[src/design/osm_cfg.svh]
`ifndef OSM_CFG_SVH
`define OSM_CFG_SVH

// ****************************************************************
// Register select codes
// ****************************************************************
`define OSM_SEL_W          2
`define OSM_SEL_DCACHE     2'h0
`define OSM_SEL_LIN        2'h1
`define OSM_SEL_PHYS       2'h2
`define OSM_SEL_BRT        2'h3

// ****************************************************************
// Cache sample register fields
// ****************************************************************
`define OSM_LAT_HI         47
`define OSM_LAT_LO         32
`define OSM_LAT_W          16
`define OSM_PHYS_VAL_BIT   18
`define OSM_LIN_VAL_BIT    17
`define OSM_LOCKED_BIT     15
`define OSM_UC_BIT         14
`define OSM_WC_BIT         13
`define OSM_MISALIGN_BIT   8
`define OSM_MISS_BIT       7
`define OSM_TLB1G_BIT      5
`define OSM_TLB2M_BIT      4
`define OSM_TLBMISS_BIT    2
`define OSM_STORE_BIT      1
`define OSM_LOAD_BIT       0
`define OSM_DCACHE_MASK    64'h0000_ffff_0006_e1b7

// ****************************************************************
// Address widths, masks and reset values
// ****************************************************************
`define OSM_PHYS_W         52
`define OSM_PHYS_MASK      64'h000f_ffff_ffff_ffff
`define OSM_VA_MSB         47
`define OSM_RESET_WORD     64'h0000_0000_0000_0000
`define OSM_LAT_MAX        16'hffff

`endif

[src/design/osm_pkg.sv]
package osm_pkg;

  // Data word of every capture register
  typedef logic [63:0] osm_word_t;

  // Miss latency counter states
  typedef enum logic [0:0] {
    OSM_LAT_IDLE,
    OSM_LAT_COUNT
  } osm_lat_state_t;

endpackage

[src/design/osm_miss_latency.sv]
`timescale 1ns/1ps
`default_nettype none
`include "osm_cfg.svh"

module osm_miss_latency
  import osm_pkg::*;
(
  // Clock and reset
  input  wire logic                   clk_i,
  input  wire logic                   rst_n_i,
  // Data cache miss events
  input  wire logic                   miss_detect_i,
  input  wire logic                   miss_upper_i,
  input  wire logic                   data_return_i,
  input  wire logic                   return_upper_i,
  input  wire logic                   new_op_i,
  // Latency result
  output logic [`OSM_LAT_W-1:0]       latency_o
);

  osm_lat_state_t         state_reg;
  logic [`OSM_LAT_W-1:0]  count_reg;

  // Track one lower-part miss from detection to delivery
  always_ff @(posedge clk_i) begin
    if (!rst_n_i) begin
      state_reg <= OSM_LAT_IDLE;
    end else begin
      unique case (state_reg)
        OSM_LAT_IDLE: begin
          if (miss_detect_i && !miss_upper_i) begin
            state_reg <= OSM_LAT_COUNT;
          end
        end
        OSM_LAT_COUNT: begin
          if (data_return_i && !return_upper_i) begin
            state_reg <= OSM_LAT_IDLE;
          end
        end
      endcase
    end
  end

  // Count core cycles while the miss is outstanding, saturating
  always_ff @(posedge clk_i) begin
    if (!rst_n_i) begin
      count_reg <= '0;
    end else if (new_op_i) begin
      count_reg <= '0;
    end else if (miss_detect_i && !miss_upper_i && state_reg == OSM_LAT_IDLE) begin
      count_reg <= '0;
    end else if (state_reg == OSM_LAT_COUNT && !(data_return_i && !return_upper_i)) begin
      if (count_reg != `OSM_LAT_MAX) begin
        count_reg <= count_reg + 16'h1;
      end
    end
  end

  assign latency_o = count_reg;

  lat_clear_a: assert property (@(posedge clk_i) disable iff (!rst_n_i)
    new_op_i |=> count_reg == 16'h0)
    else $error("latency not cleared on new op");

endmodule
`default_nettype wire

[src/design/osm_capture_regs.sv]
`timescale 1ns/1ps
`default_nettype none
`include "osm_cfg.svh"

// Functional notes
// - Across a 128-bit boundary, only the lower part's cache data is recorded.
// - Bits 47:32 hold core cycles from data cache miss to data delivery.
// - Miss latency is not meaningful for stores; stores record zero.
// - Bit 18 set only when the captured physical address is valid.
// - Bit 17 set only when the captured linear address is valid.
// - Bit 15 set when the sampled access was locked.
// - Bit 14 set when the access targeted uncacheable memory.
// - Bit 13 set when the access targeted write-combining memory.
// - Bit 8 set when a misaligned access cost a penalty.
// - Bit 7 set when the line was absent from the first-level data cache.
// - Bit 5 set on a 1-Gbyte page hit in the data-side L1 TLB.
// - Bit 4 set on a 2-Mbyte page hit in the data-side L1 TLB.
// - Bit 2 set when the translation missed the data-side L1 TLB.
// - Bit 1 marks a store, bit 0 marks a load.
// - Linear address register holds the operand address in canonical form.
// - Physical address in bits 51:0, bits 63:52 held at zero.
// - Branch target is canonical; zero means no valid target.
// - A not-taken conditional branch records its fall-through address.
// - Retirement of the tagged op writes the registers and sets sample valid on the same clock edge.
// - An op that aborts leaves the registers untouched.

module osm_capture_regs
  import osm_pkg::*;
(
  // Clock and reset
  input  wire logic                     clk_i,
  input  wire logic                     rst_n_i,
  // Tagged op lifecycle
  input  wire logic                     op_tagged_i,
  input  wire logic                     op_retire_i,
  input  wire logic                     op_abort_i,
  input  wire logic                     sample_valid_clr_i,
  // Access type and memory attributes (lower part of the access)
  input  wire logic                     load_op_flag_i,
  input  wire logic                     store_op_flag_i,
  input  wire logic                     locked_access_flag_i,
  input  wire logic                     uncacheable_access_flag_i,
  input  wire logic                     write_combining_access_flag_i,
  input  wire logic                     misaligned_penalty_flag_i,
  input  wire logic                     cache_miss_flag_i,
  input  wire logic                     tlb_hit_1g_page_i,
  input  wire logic                     tlb_hit_2m_page_i,
  input  wire logic                     tlb_miss_flag_i,
  // Miss timing events from the data cache
  input  wire logic                     miss_detect_i,
  input  wire logic                     miss_upper_i,
  input  wire logic                     data_return_i,
  input  wire logic                     return_upper_i,
  // Operand addresses
  input  wire logic [63:0]              lin_addr_i,
  input  wire logic                     lin_addr_valid_i,
  input  wire logic [`OSM_PHYS_W-1:0]   phys_addr_i,
  input  wire logic                     phys_addr_valid_i,
  // Branch information
  input  wire logic                     branch_op_i,
  input  wire logic                     branch_cond_not_taken_i,
  input  wire logic [63:0]              branch_target_i,
  input  wire logic [63:0]              fall_through_i,
  // Software register port
  input  wire logic [`OSM_SEL_W-1:0]    reg_sel_i,
  input  wire logic                     reg_wr_i,
  input  wire logic                     reg_rd_i,
  input  wire logic [63:0]              reg_wdata_i,
  output logic [63:0]                   reg_rdata_o,
  output logic                          reg_rvalid_o,
  // Sample status
  output logic                          sample_valid_o
);

  // ****************************************************************
  // Helpers
  // ****************************************************************

  // Sign-extend bit 47 into the upper bits for canonical form
  function automatic osm_word_t canon(input osm_word_t a);
    canon = {{16{a[`OSM_VA_MSB]}}, a[`OSM_VA_MSB:0]};
  endfunction

  // ****************************************************************
  // Storage and next values
  // ****************************************************************

  osm_word_t               dcache_info_reg;
  osm_word_t               lin_addr_reg;
  osm_word_t               phys_addr_reg;
  osm_word_t               brt_reg;
  osm_word_t               dcache_info_next;
  osm_word_t               brt_next;
  osm_word_t               rdata_reg;
  logic                    rvalid_reg;
  logic                    sample_valid_reg;
  logic                    capture;
  logic [`OSM_LAT_W-1:0]   miss_latency_cycles;
  logic [`OSM_LAT_W-1:0]   lat_field;

  // A sample is taken only when the tagged op retires without abort
  assign capture = op_retire_i && !op_abort_i;

  // Miss latency counter for the lower part of the access
  osm_miss_latency u_lat (
    .clk_i          (clk_i),
    .rst_n_i        (rst_n_i),
    .miss_detect_i  (miss_detect_i),
    .miss_upper_i   (miss_upper_i),
    .data_return_i  (data_return_i),
    .return_upper_i (return_upper_i),
    .new_op_i       (op_tagged_i),
    .latency_o      (miss_latency_cycles)
  );

  // Stores record zero latency; only lower-part misses feed the count
  assign lat_field = (store_op_flag_i || !cache_miss_flag_i) ? '0 : miss_latency_cycles;

  // Assemble the cache sample word, every defined flag rewritten
  always_comb begin
    dcache_info_next                         = `OSM_RESET_WORD;
    dcache_info_next[`OSM_LAT_HI:`OSM_LAT_LO] = lat_field;
    dcache_info_next[`OSM_PHYS_VAL_BIT]      = phys_addr_valid_i;
    dcache_info_next[`OSM_LIN_VAL_BIT]       = lin_addr_valid_i;
    dcache_info_next[`OSM_LOCKED_BIT]        = locked_access_flag_i;
    dcache_info_next[`OSM_UC_BIT]            = uncacheable_access_flag_i;
    dcache_info_next[`OSM_WC_BIT]            = write_combining_access_flag_i;
    dcache_info_next[`OSM_MISALIGN_BIT]      = misaligned_penalty_flag_i;
    dcache_info_next[`OSM_MISS_BIT]          = cache_miss_flag_i;
    dcache_info_next[`OSM_TLB1G_BIT]         = tlb_hit_1g_page_i;
    dcache_info_next[`OSM_TLB2M_BIT]         = tlb_hit_2m_page_i;
    dcache_info_next[`OSM_TLBMISS_BIT]       = tlb_miss_flag_i;
    dcache_info_next[`OSM_STORE_BIT]         = store_op_flag_i;
    dcache_info_next[`OSM_LOAD_BIT]          = load_op_flag_i;
  end

  // Branch target selection: fall-through, taken target or zero
  always_comb begin
    if (!branch_op_i) begin
      brt_next = `OSM_RESET_WORD;
    end else if (branch_cond_not_taken_i) begin
      brt_next = canon(fall_through_i);
    end else begin
      brt_next = canon(branch_target_i);
    end
  end

  // ****************************************************************
  // Capture registers
  // ****************************************************************

  // Cache sample register; a sample wins over a same-cycle write
  always_ff @(posedge clk_i) begin
    if (!rst_n_i) begin
      dcache_info_reg <= `OSM_RESET_WORD;
    end else if (capture) begin
      dcache_info_reg <= dcache_info_next;
    end else if (reg_wr_i && reg_sel_i == `OSM_SEL_DCACHE) begin
      dcache_info_reg <= reg_wdata_i & `OSM_DCACHE_MASK;
    end
  end

  // Linear address register
  always_ff @(posedge clk_i) begin
    if (!rst_n_i) begin
      lin_addr_reg <= `OSM_RESET_WORD;
    end else if (capture) begin
      lin_addr_reg <= canon(lin_addr_i);
    end else if (reg_wr_i && reg_sel_i == `OSM_SEL_LIN) begin
      lin_addr_reg <= reg_wdata_i;
    end
  end

  // Physical address register, upper bits held at zero
  always_ff @(posedge clk_i) begin
    if (!rst_n_i) begin
      phys_addr_reg <= `OSM_RESET_WORD;
    end else if (capture) begin
      phys_addr_reg <= {12'h000, phys_addr_i};
    end else if (reg_wr_i && reg_sel_i == `OSM_SEL_PHYS) begin
      phys_addr_reg <= reg_wdata_i & `OSM_PHYS_MASK;
    end
  end

  // Branch target register
  always_ff @(posedge clk_i) begin
    if (!rst_n_i) begin
      brt_reg <= `OSM_RESET_WORD;
    end else if (capture) begin
      brt_reg <= brt_next;
    end else if (reg_wr_i && reg_sel_i == `OSM_SEL_BRT) begin
      brt_reg <= reg_wdata_i;
    end
  end

  // Sample valid flag; setting wins over a same-cycle clear
  always_ff @(posedge clk_i) begin
    if (!rst_n_i) begin
      sample_valid_reg <= 1'b0;
    end else if (capture) begin
      sample_valid_reg <= 1'b1;
    end else if (sample_valid_clr_i) begin
      sample_valid_reg <= 1'b0;
    end
  end

  // ****************************************************************
  // Read port
  // ****************************************************************

  // Registered read data, one cycle after the read strobe
  always_ff @(posedge clk_i) begin
    if (!rst_n_i) begin
      rdata_reg <= `OSM_RESET_WORD;
    end else if (reg_rd_i) begin
      unique case (reg_sel_i)
        `OSM_SEL_DCACHE: rdata_reg <= dcache_info_reg;
        `OSM_SEL_LIN:    rdata_reg <= lin_addr_reg;
        `OSM_SEL_PHYS:   rdata_reg <= phys_addr_reg;
        `OSM_SEL_BRT:    rdata_reg <= brt_reg;
      endcase
    end
  end

  // Read answer strobe
  always_ff @(posedge clk_i) begin
    if (!rst_n_i) begin
      rvalid_reg <= 1'b0;
    end else begin
      rvalid_reg <= reg_rd_i;
    end
  end

  assign reg_rdata_o    = rdata_reg;
  assign reg_rvalid_o   = rvalid_reg;
  assign sample_valid_o = sample_valid_reg;

  // ****************************************************************
  // Checks
  // ****************************************************************

  no_abort_update_a: assert property (@(posedge clk_i) disable iff (!rst_n_i)
    (op_retire_i && op_abort_i && !reg_wr_i) |=> $stable(lin_addr_reg) && $stable(brt_reg))
    else $error("capture registers changed on aborted op");

  valid_after_retire_a: assert property (@(posedge clk_i) disable iff (!rst_n_i)
    capture |=> sample_valid_reg && dcache_info_reg == $past(dcache_info_next))
    else $error("sample valid or data missing after retire");

  phys_upper_zero_a: assert property (@(posedge clk_i) disable iff (!rst_n_i)
    phys_addr_reg[63:52] == 12'h000)
    else $error("physical address upper bits not zero");

  reserved_zero_a: assert property (@(posedge clk_i) disable iff (!rst_n_i)
    (dcache_info_reg & ~`OSM_DCACHE_MASK) == `OSM_RESET_WORD)
    else $error("reserved cache sample bits set");

  store_latency_zero_a: assert property (@(posedge clk_i) disable iff (!rst_n_i)
    (capture && store_op_flag_i) |=> dcache_info_reg[`OSM_LAT_HI:`OSM_LAT_LO] == 16'h0)
    else $error("store recorded miss latency");

  type_flags_a: assert property (@(posedge clk_i) disable iff (!rst_n_i)
    capture |=> dcache_info_reg[1:0] == $past({store_op_flag_i, load_op_flag_i}))
    else $error("load or store flag wrong");

  addr_valid_flags_a: assert property (@(posedge clk_i) disable iff (!rst_n_i)
    capture |=> dcache_info_reg[18:17] == $past({phys_addr_valid_i, lin_addr_valid_i}))
    else $error("address valid flags wrong");

  lin_canonical_a: assert property (@(posedge clk_i) disable iff (!rst_n_i)
    capture |=> lin_addr_reg[63:47] == {17{lin_addr_reg[47]}})
    else $error("linear address not canonical");

  fall_through_a: assert property (@(posedge clk_i) disable iff (!rst_n_i)
    (capture && branch_op_i && branch_cond_not_taken_i)
      |=> brt_reg == canon($past(fall_through_i)))
    else $error("fall-through address not recorded");

  no_branch_zero_a: assert property (@(posedge clk_i) disable iff (!rst_n_i)
    (capture && !branch_op_i) |=> brt_reg == 64'h0)
    else $error("branch target not zero for non-branch");

  sw_write_holds_a: assert property (@(posedge clk_i) disable iff (!rst_n_i)
    (reg_wr_i && reg_sel_i == `OSM_SEL_BRT && !capture)
      ##1 (!capture && !reg_wr_i) |=> brt_reg == $past(reg_wdata_i, 2))
    else $error("software value lost without new sample");

  load_latency_a: assert property (@(posedge clk_i) disable iff (!rst_n_i)
    (capture && cache_miss_flag_i && !store_op_flag_i)
      |=> dcache_info_reg[`OSM_LAT_HI:`OSM_LAT_LO] == $past(miss_latency_cycles))
    else $error("miss latency not recorded");

  tlb_flags_a: assert property (@(posedge clk_i) disable iff (!rst_n_i)
    capture |=> dcache_info_reg[5:4] == $past({tlb_hit_1g_page_i, tlb_hit_2m_page_i})
      && dcache_info_reg[`OSM_TLBMISS_BIT] == $past(tlb_miss_flag_i))
    else $error("TLB flags wrong");

  read_answer_a: assert property (@(posedge clk_i) disable iff (!rst_n_i)
    reg_rd_i |=> reg_rvalid_o)
    else $error("read not answered in one cycle");

endmodule
`default_nettype wire

[config.mk]
export PLATFORM = sky130hd
export DESIGN_NAME = osm_capture_regs
export DESIGN_NICKNAME = d
export VERILOG_FILES = /design/src/design/osm_pkg.sv /design/src/design/osm_miss_latency.sv /design/src/design/osm_capture_regs.sv
export VERILOG_INCLUDE_DIRS = /design/src /design/src/design
export SDC_FILE = /design/constraint.sdc
export NUM_CORES = 1
export LEC_CHECK = 0
export ABC_AREA = 1
export BUFFER_PORTS_ARGS = -buffer_cell sky130_fd_sc_hd__buf_2
export CORE_MARGIN = 1
export CORE_UTILIZATION = 25
export CTS_BUF_LIST = sky130_fd_sc_hd__clkbuf_8
export DETAILED_ROUTE_END_ITERATION = 12
export SKIP_CTS_REPAIR_TIMING = 1
export SKIP_LAST_GASP = 1
export SYNTH_ARGS = -nofsm -noshare
export SYNTH_HDL_FRONTEND = slang
export SYNTH_SLANG_ARGS = --single-unit
[constraint.sdc]
create_clock -name clk_i -period 3 [get_ports clk_i]
set_clock_uncertainty 0.05 [all_clocks]
set_input_delay 0 -clock clk_i [delete_from_list [all_inputs] [get_ports clk_i]]
set_output_delay 0 -clock clk_i [all_outputs]
set_load 0.02 [all_outputs]
==> results.tsv <==
metric	value	unit
Die Span Y	233	um
yosys warns	0	
H-Tree Level Count	2	
worst hold margin	7.89	ps
Crit path arrival time	2610	ps
Synth Net Count	2233	
Finish-stage setup viols	0	
maxcap violations	0	
status	finished, final reports clean	
final worst slack	841	ps
I/O pin cnt	402	
clock buffer depth	3	
nets	2934	
Post-synth ARST share	0	
HPWL after detailed placement	31800	um
Max Fanout on Critical Path	22	
Hold Crit Class	in -> reg	
Mean Syn Cell Area	7.01	um2
Post-Place Worst Slack	901	ps
final core utilization	0.396	
Iter 0 DRT Violations	1163	
Via density	4.98	
Placed Instances	2806	
layout cells sized above 1	0.182	
IR drop worst, VDD	0.256	mV
WL per Instance	17.2	um
final period utilization	0.720	
Lkg Pwr	9.31	nW
Seq cells post-synth	291	
post-synth cell types	29	
sequential cell area fraction in the yosys report	0.438	
DRC	0	
clk slew on worst S/H paths	60	ps
CP Data Required Time	3450	ps
R2R Setup Slk	840	ps
worst slew pin tran	1280	ps
Final Non-Filler Cells	3324	
ys flop type	dfxtp_1	
Final Instance Area	20800	um2
Final Hold Fails	0	
M3 GR Usage	0.0401	
PortBufs	353	
cells after synthesis	1896	
Most Crowded Layer GR	met2	
critical path type	reg -> reg	
initial core utilization	0.253	
Root Driver	clkbuf_8	
Clk Latency, worst-skew pair	610	ps
Power Density	492	nW/um2
total power draw	10.3	mW
EDFF count, synth	0	
Tmin final	2160	ps
first-pass GRT wire length	76600	um
Area growth syn-to-layout	56.8	%
dpl cell area	15500	um2
RSZ-0062 raised after global routing	false	
Syn Std Cell Area	13300	um2
drt pass-1 iters	6	
GR Overflow Total	0	
FP Rows	84	
clk sink count	291	
TNS Setup	0	ps
initial antenna violation count	4	
TritonCTS clock tree	done	
met1 GRT Util	0.238	
met2 Usage GRT	0.296	
Highest Clock Rate	463	MHz
Num CTS Buffers	52	
Core Area	52600	um2
via count	16537	
Critical Path Start Type	register	
WL final	57300	um
Final GP Congestion	0.819	
Max Transition Viols Final	0	
Rel. slew slack	0.150	
Worst Setup End Kind	register	
GR Util All Layers	0.182	
pin count of the biggest net entering global routing	124	
Die X	233	um
number of global-route vias before repair	13623	
antenna-violating nets left	0	
Die Area	54100	um2
[final cells by class]
class,instances,area [um2]
Multi-Input combinational cell,1318,6250
Antenna cell,4,10.0
Clock buffer,63,867
Clock inverter,26,236
Fill cell,5247,31700
Tap cell,688,861
Timing Repair Buffer,797,6260
Inverter,137,517
Sequential cell,291,5830
[power by group]
part / internal [mW] / switching, mW / total [mW]
logic: 0.898 / 1.02 / 1.91
clock network: 2.31 / 1.72 / 4.03
registers: 4.16 / 0.149 / 4.31
total: 7.37 / 2.89 / 10.3
[final timing paths]
check / cells past startpoint / from / end
max: 8 / u_lat.latency_o[1]$_SDFFE_PP0P_ / u_lat.latency_o[7]$_SDFFE_PP0P_
min reg2reg: 2 / reg_rdata_o[14]$_SDFFE_PN0P_ / reg_rdata_o[14]$_SDFFE_PN0P_
min: 7 / return_upper_i / u_lat.latency_o[3]$_SDFFE_PP0P_
max reg2reg: 8 / u_lat.latency_o[1]$_SDFFE_PP0P_ / u_lat.latency_o[7]$_SDFFE_PP0P_
[synth_stat cells, types with 3 or more instances]
cell,n,share of area
nand2_1,568,0.16
dfxtp_1,291,0.44
o21ai_0,263,0.099
a31oi_1,158,0.074
inv_1,134,0.038
a21oi_1,131,0.049
buf_2,64,0.024
nand3_1,62,0.023
clkbuf_1,60,0.017
nor2_1,57,0.016
buf_4,18,0.010
o211ai_1,16,0.0090
a41oi_1,13,0.0086
o21ai_1,13,0.0049
a31o_2,12,0.0079
buf_1,5,0.0014
nand4_1,5,0.0024
nor2_2,5,0.0024
xor2_1,5,0.0033
nand2_2,4,0.0019
buf_6,3,0.0025
[logic make-up (layout without fill, tap and decap cells)]
kind of cell	Yosys count	after routing	share of synthesized area
AOI/OAI and AO/OA	608	608	0.254
xor gates and xnor gates	5	5	0.00330
adders and majority gates	1	1	0.000942
buffers and inverters	287	1023	0.0941
DFF	291	291	0.438
other	0	4	0
and+or+nand+nor	704	704	0.209
[worst max-delay path, stage by stage, from the launching register on]
cell and delay (ps):
dfxtp_1 420, ha_1 240, nand2_1 90, nor2_2 130
nand2_2 110, o21ai_2 730, nand2_1 130, nand2_1 110
nor2_2 40
[layout by cell type, fill, tap and decap left out, types with 12 or more instances in the layout]
| master | count |
|---|---|
| nand2_1 | 565 |
| dlygate4sd3_1 | 425 |
| buf_2 | 350 |
| dfxtp_1 | 291 |
| o21ai_0 | 263 |
| a31oi_1 | 158 |
| inv_1 | 147 |
| a21oi_1 | 131 |
| clkbuf_8 | 63 |
| nand3_1 | 62 |
| nor2_1 | 55 |
| o211ai_1 | 16 |
| buf_4 | 14 |
| a41oi_1 | 13 |
| o21ai_1 | 13 |
| a31o_2 | 12 |
[routing by layer]
metal | vias to the layer above | wire, um
li1 | 7787 | -
met1 | 7805 | 24000
met2 | 797 | 27300
met3 | 146 | 4320
met4 | 2 | 1610
met5 | - | 15
Note: power is estimated with default switching activity, not from simulation.
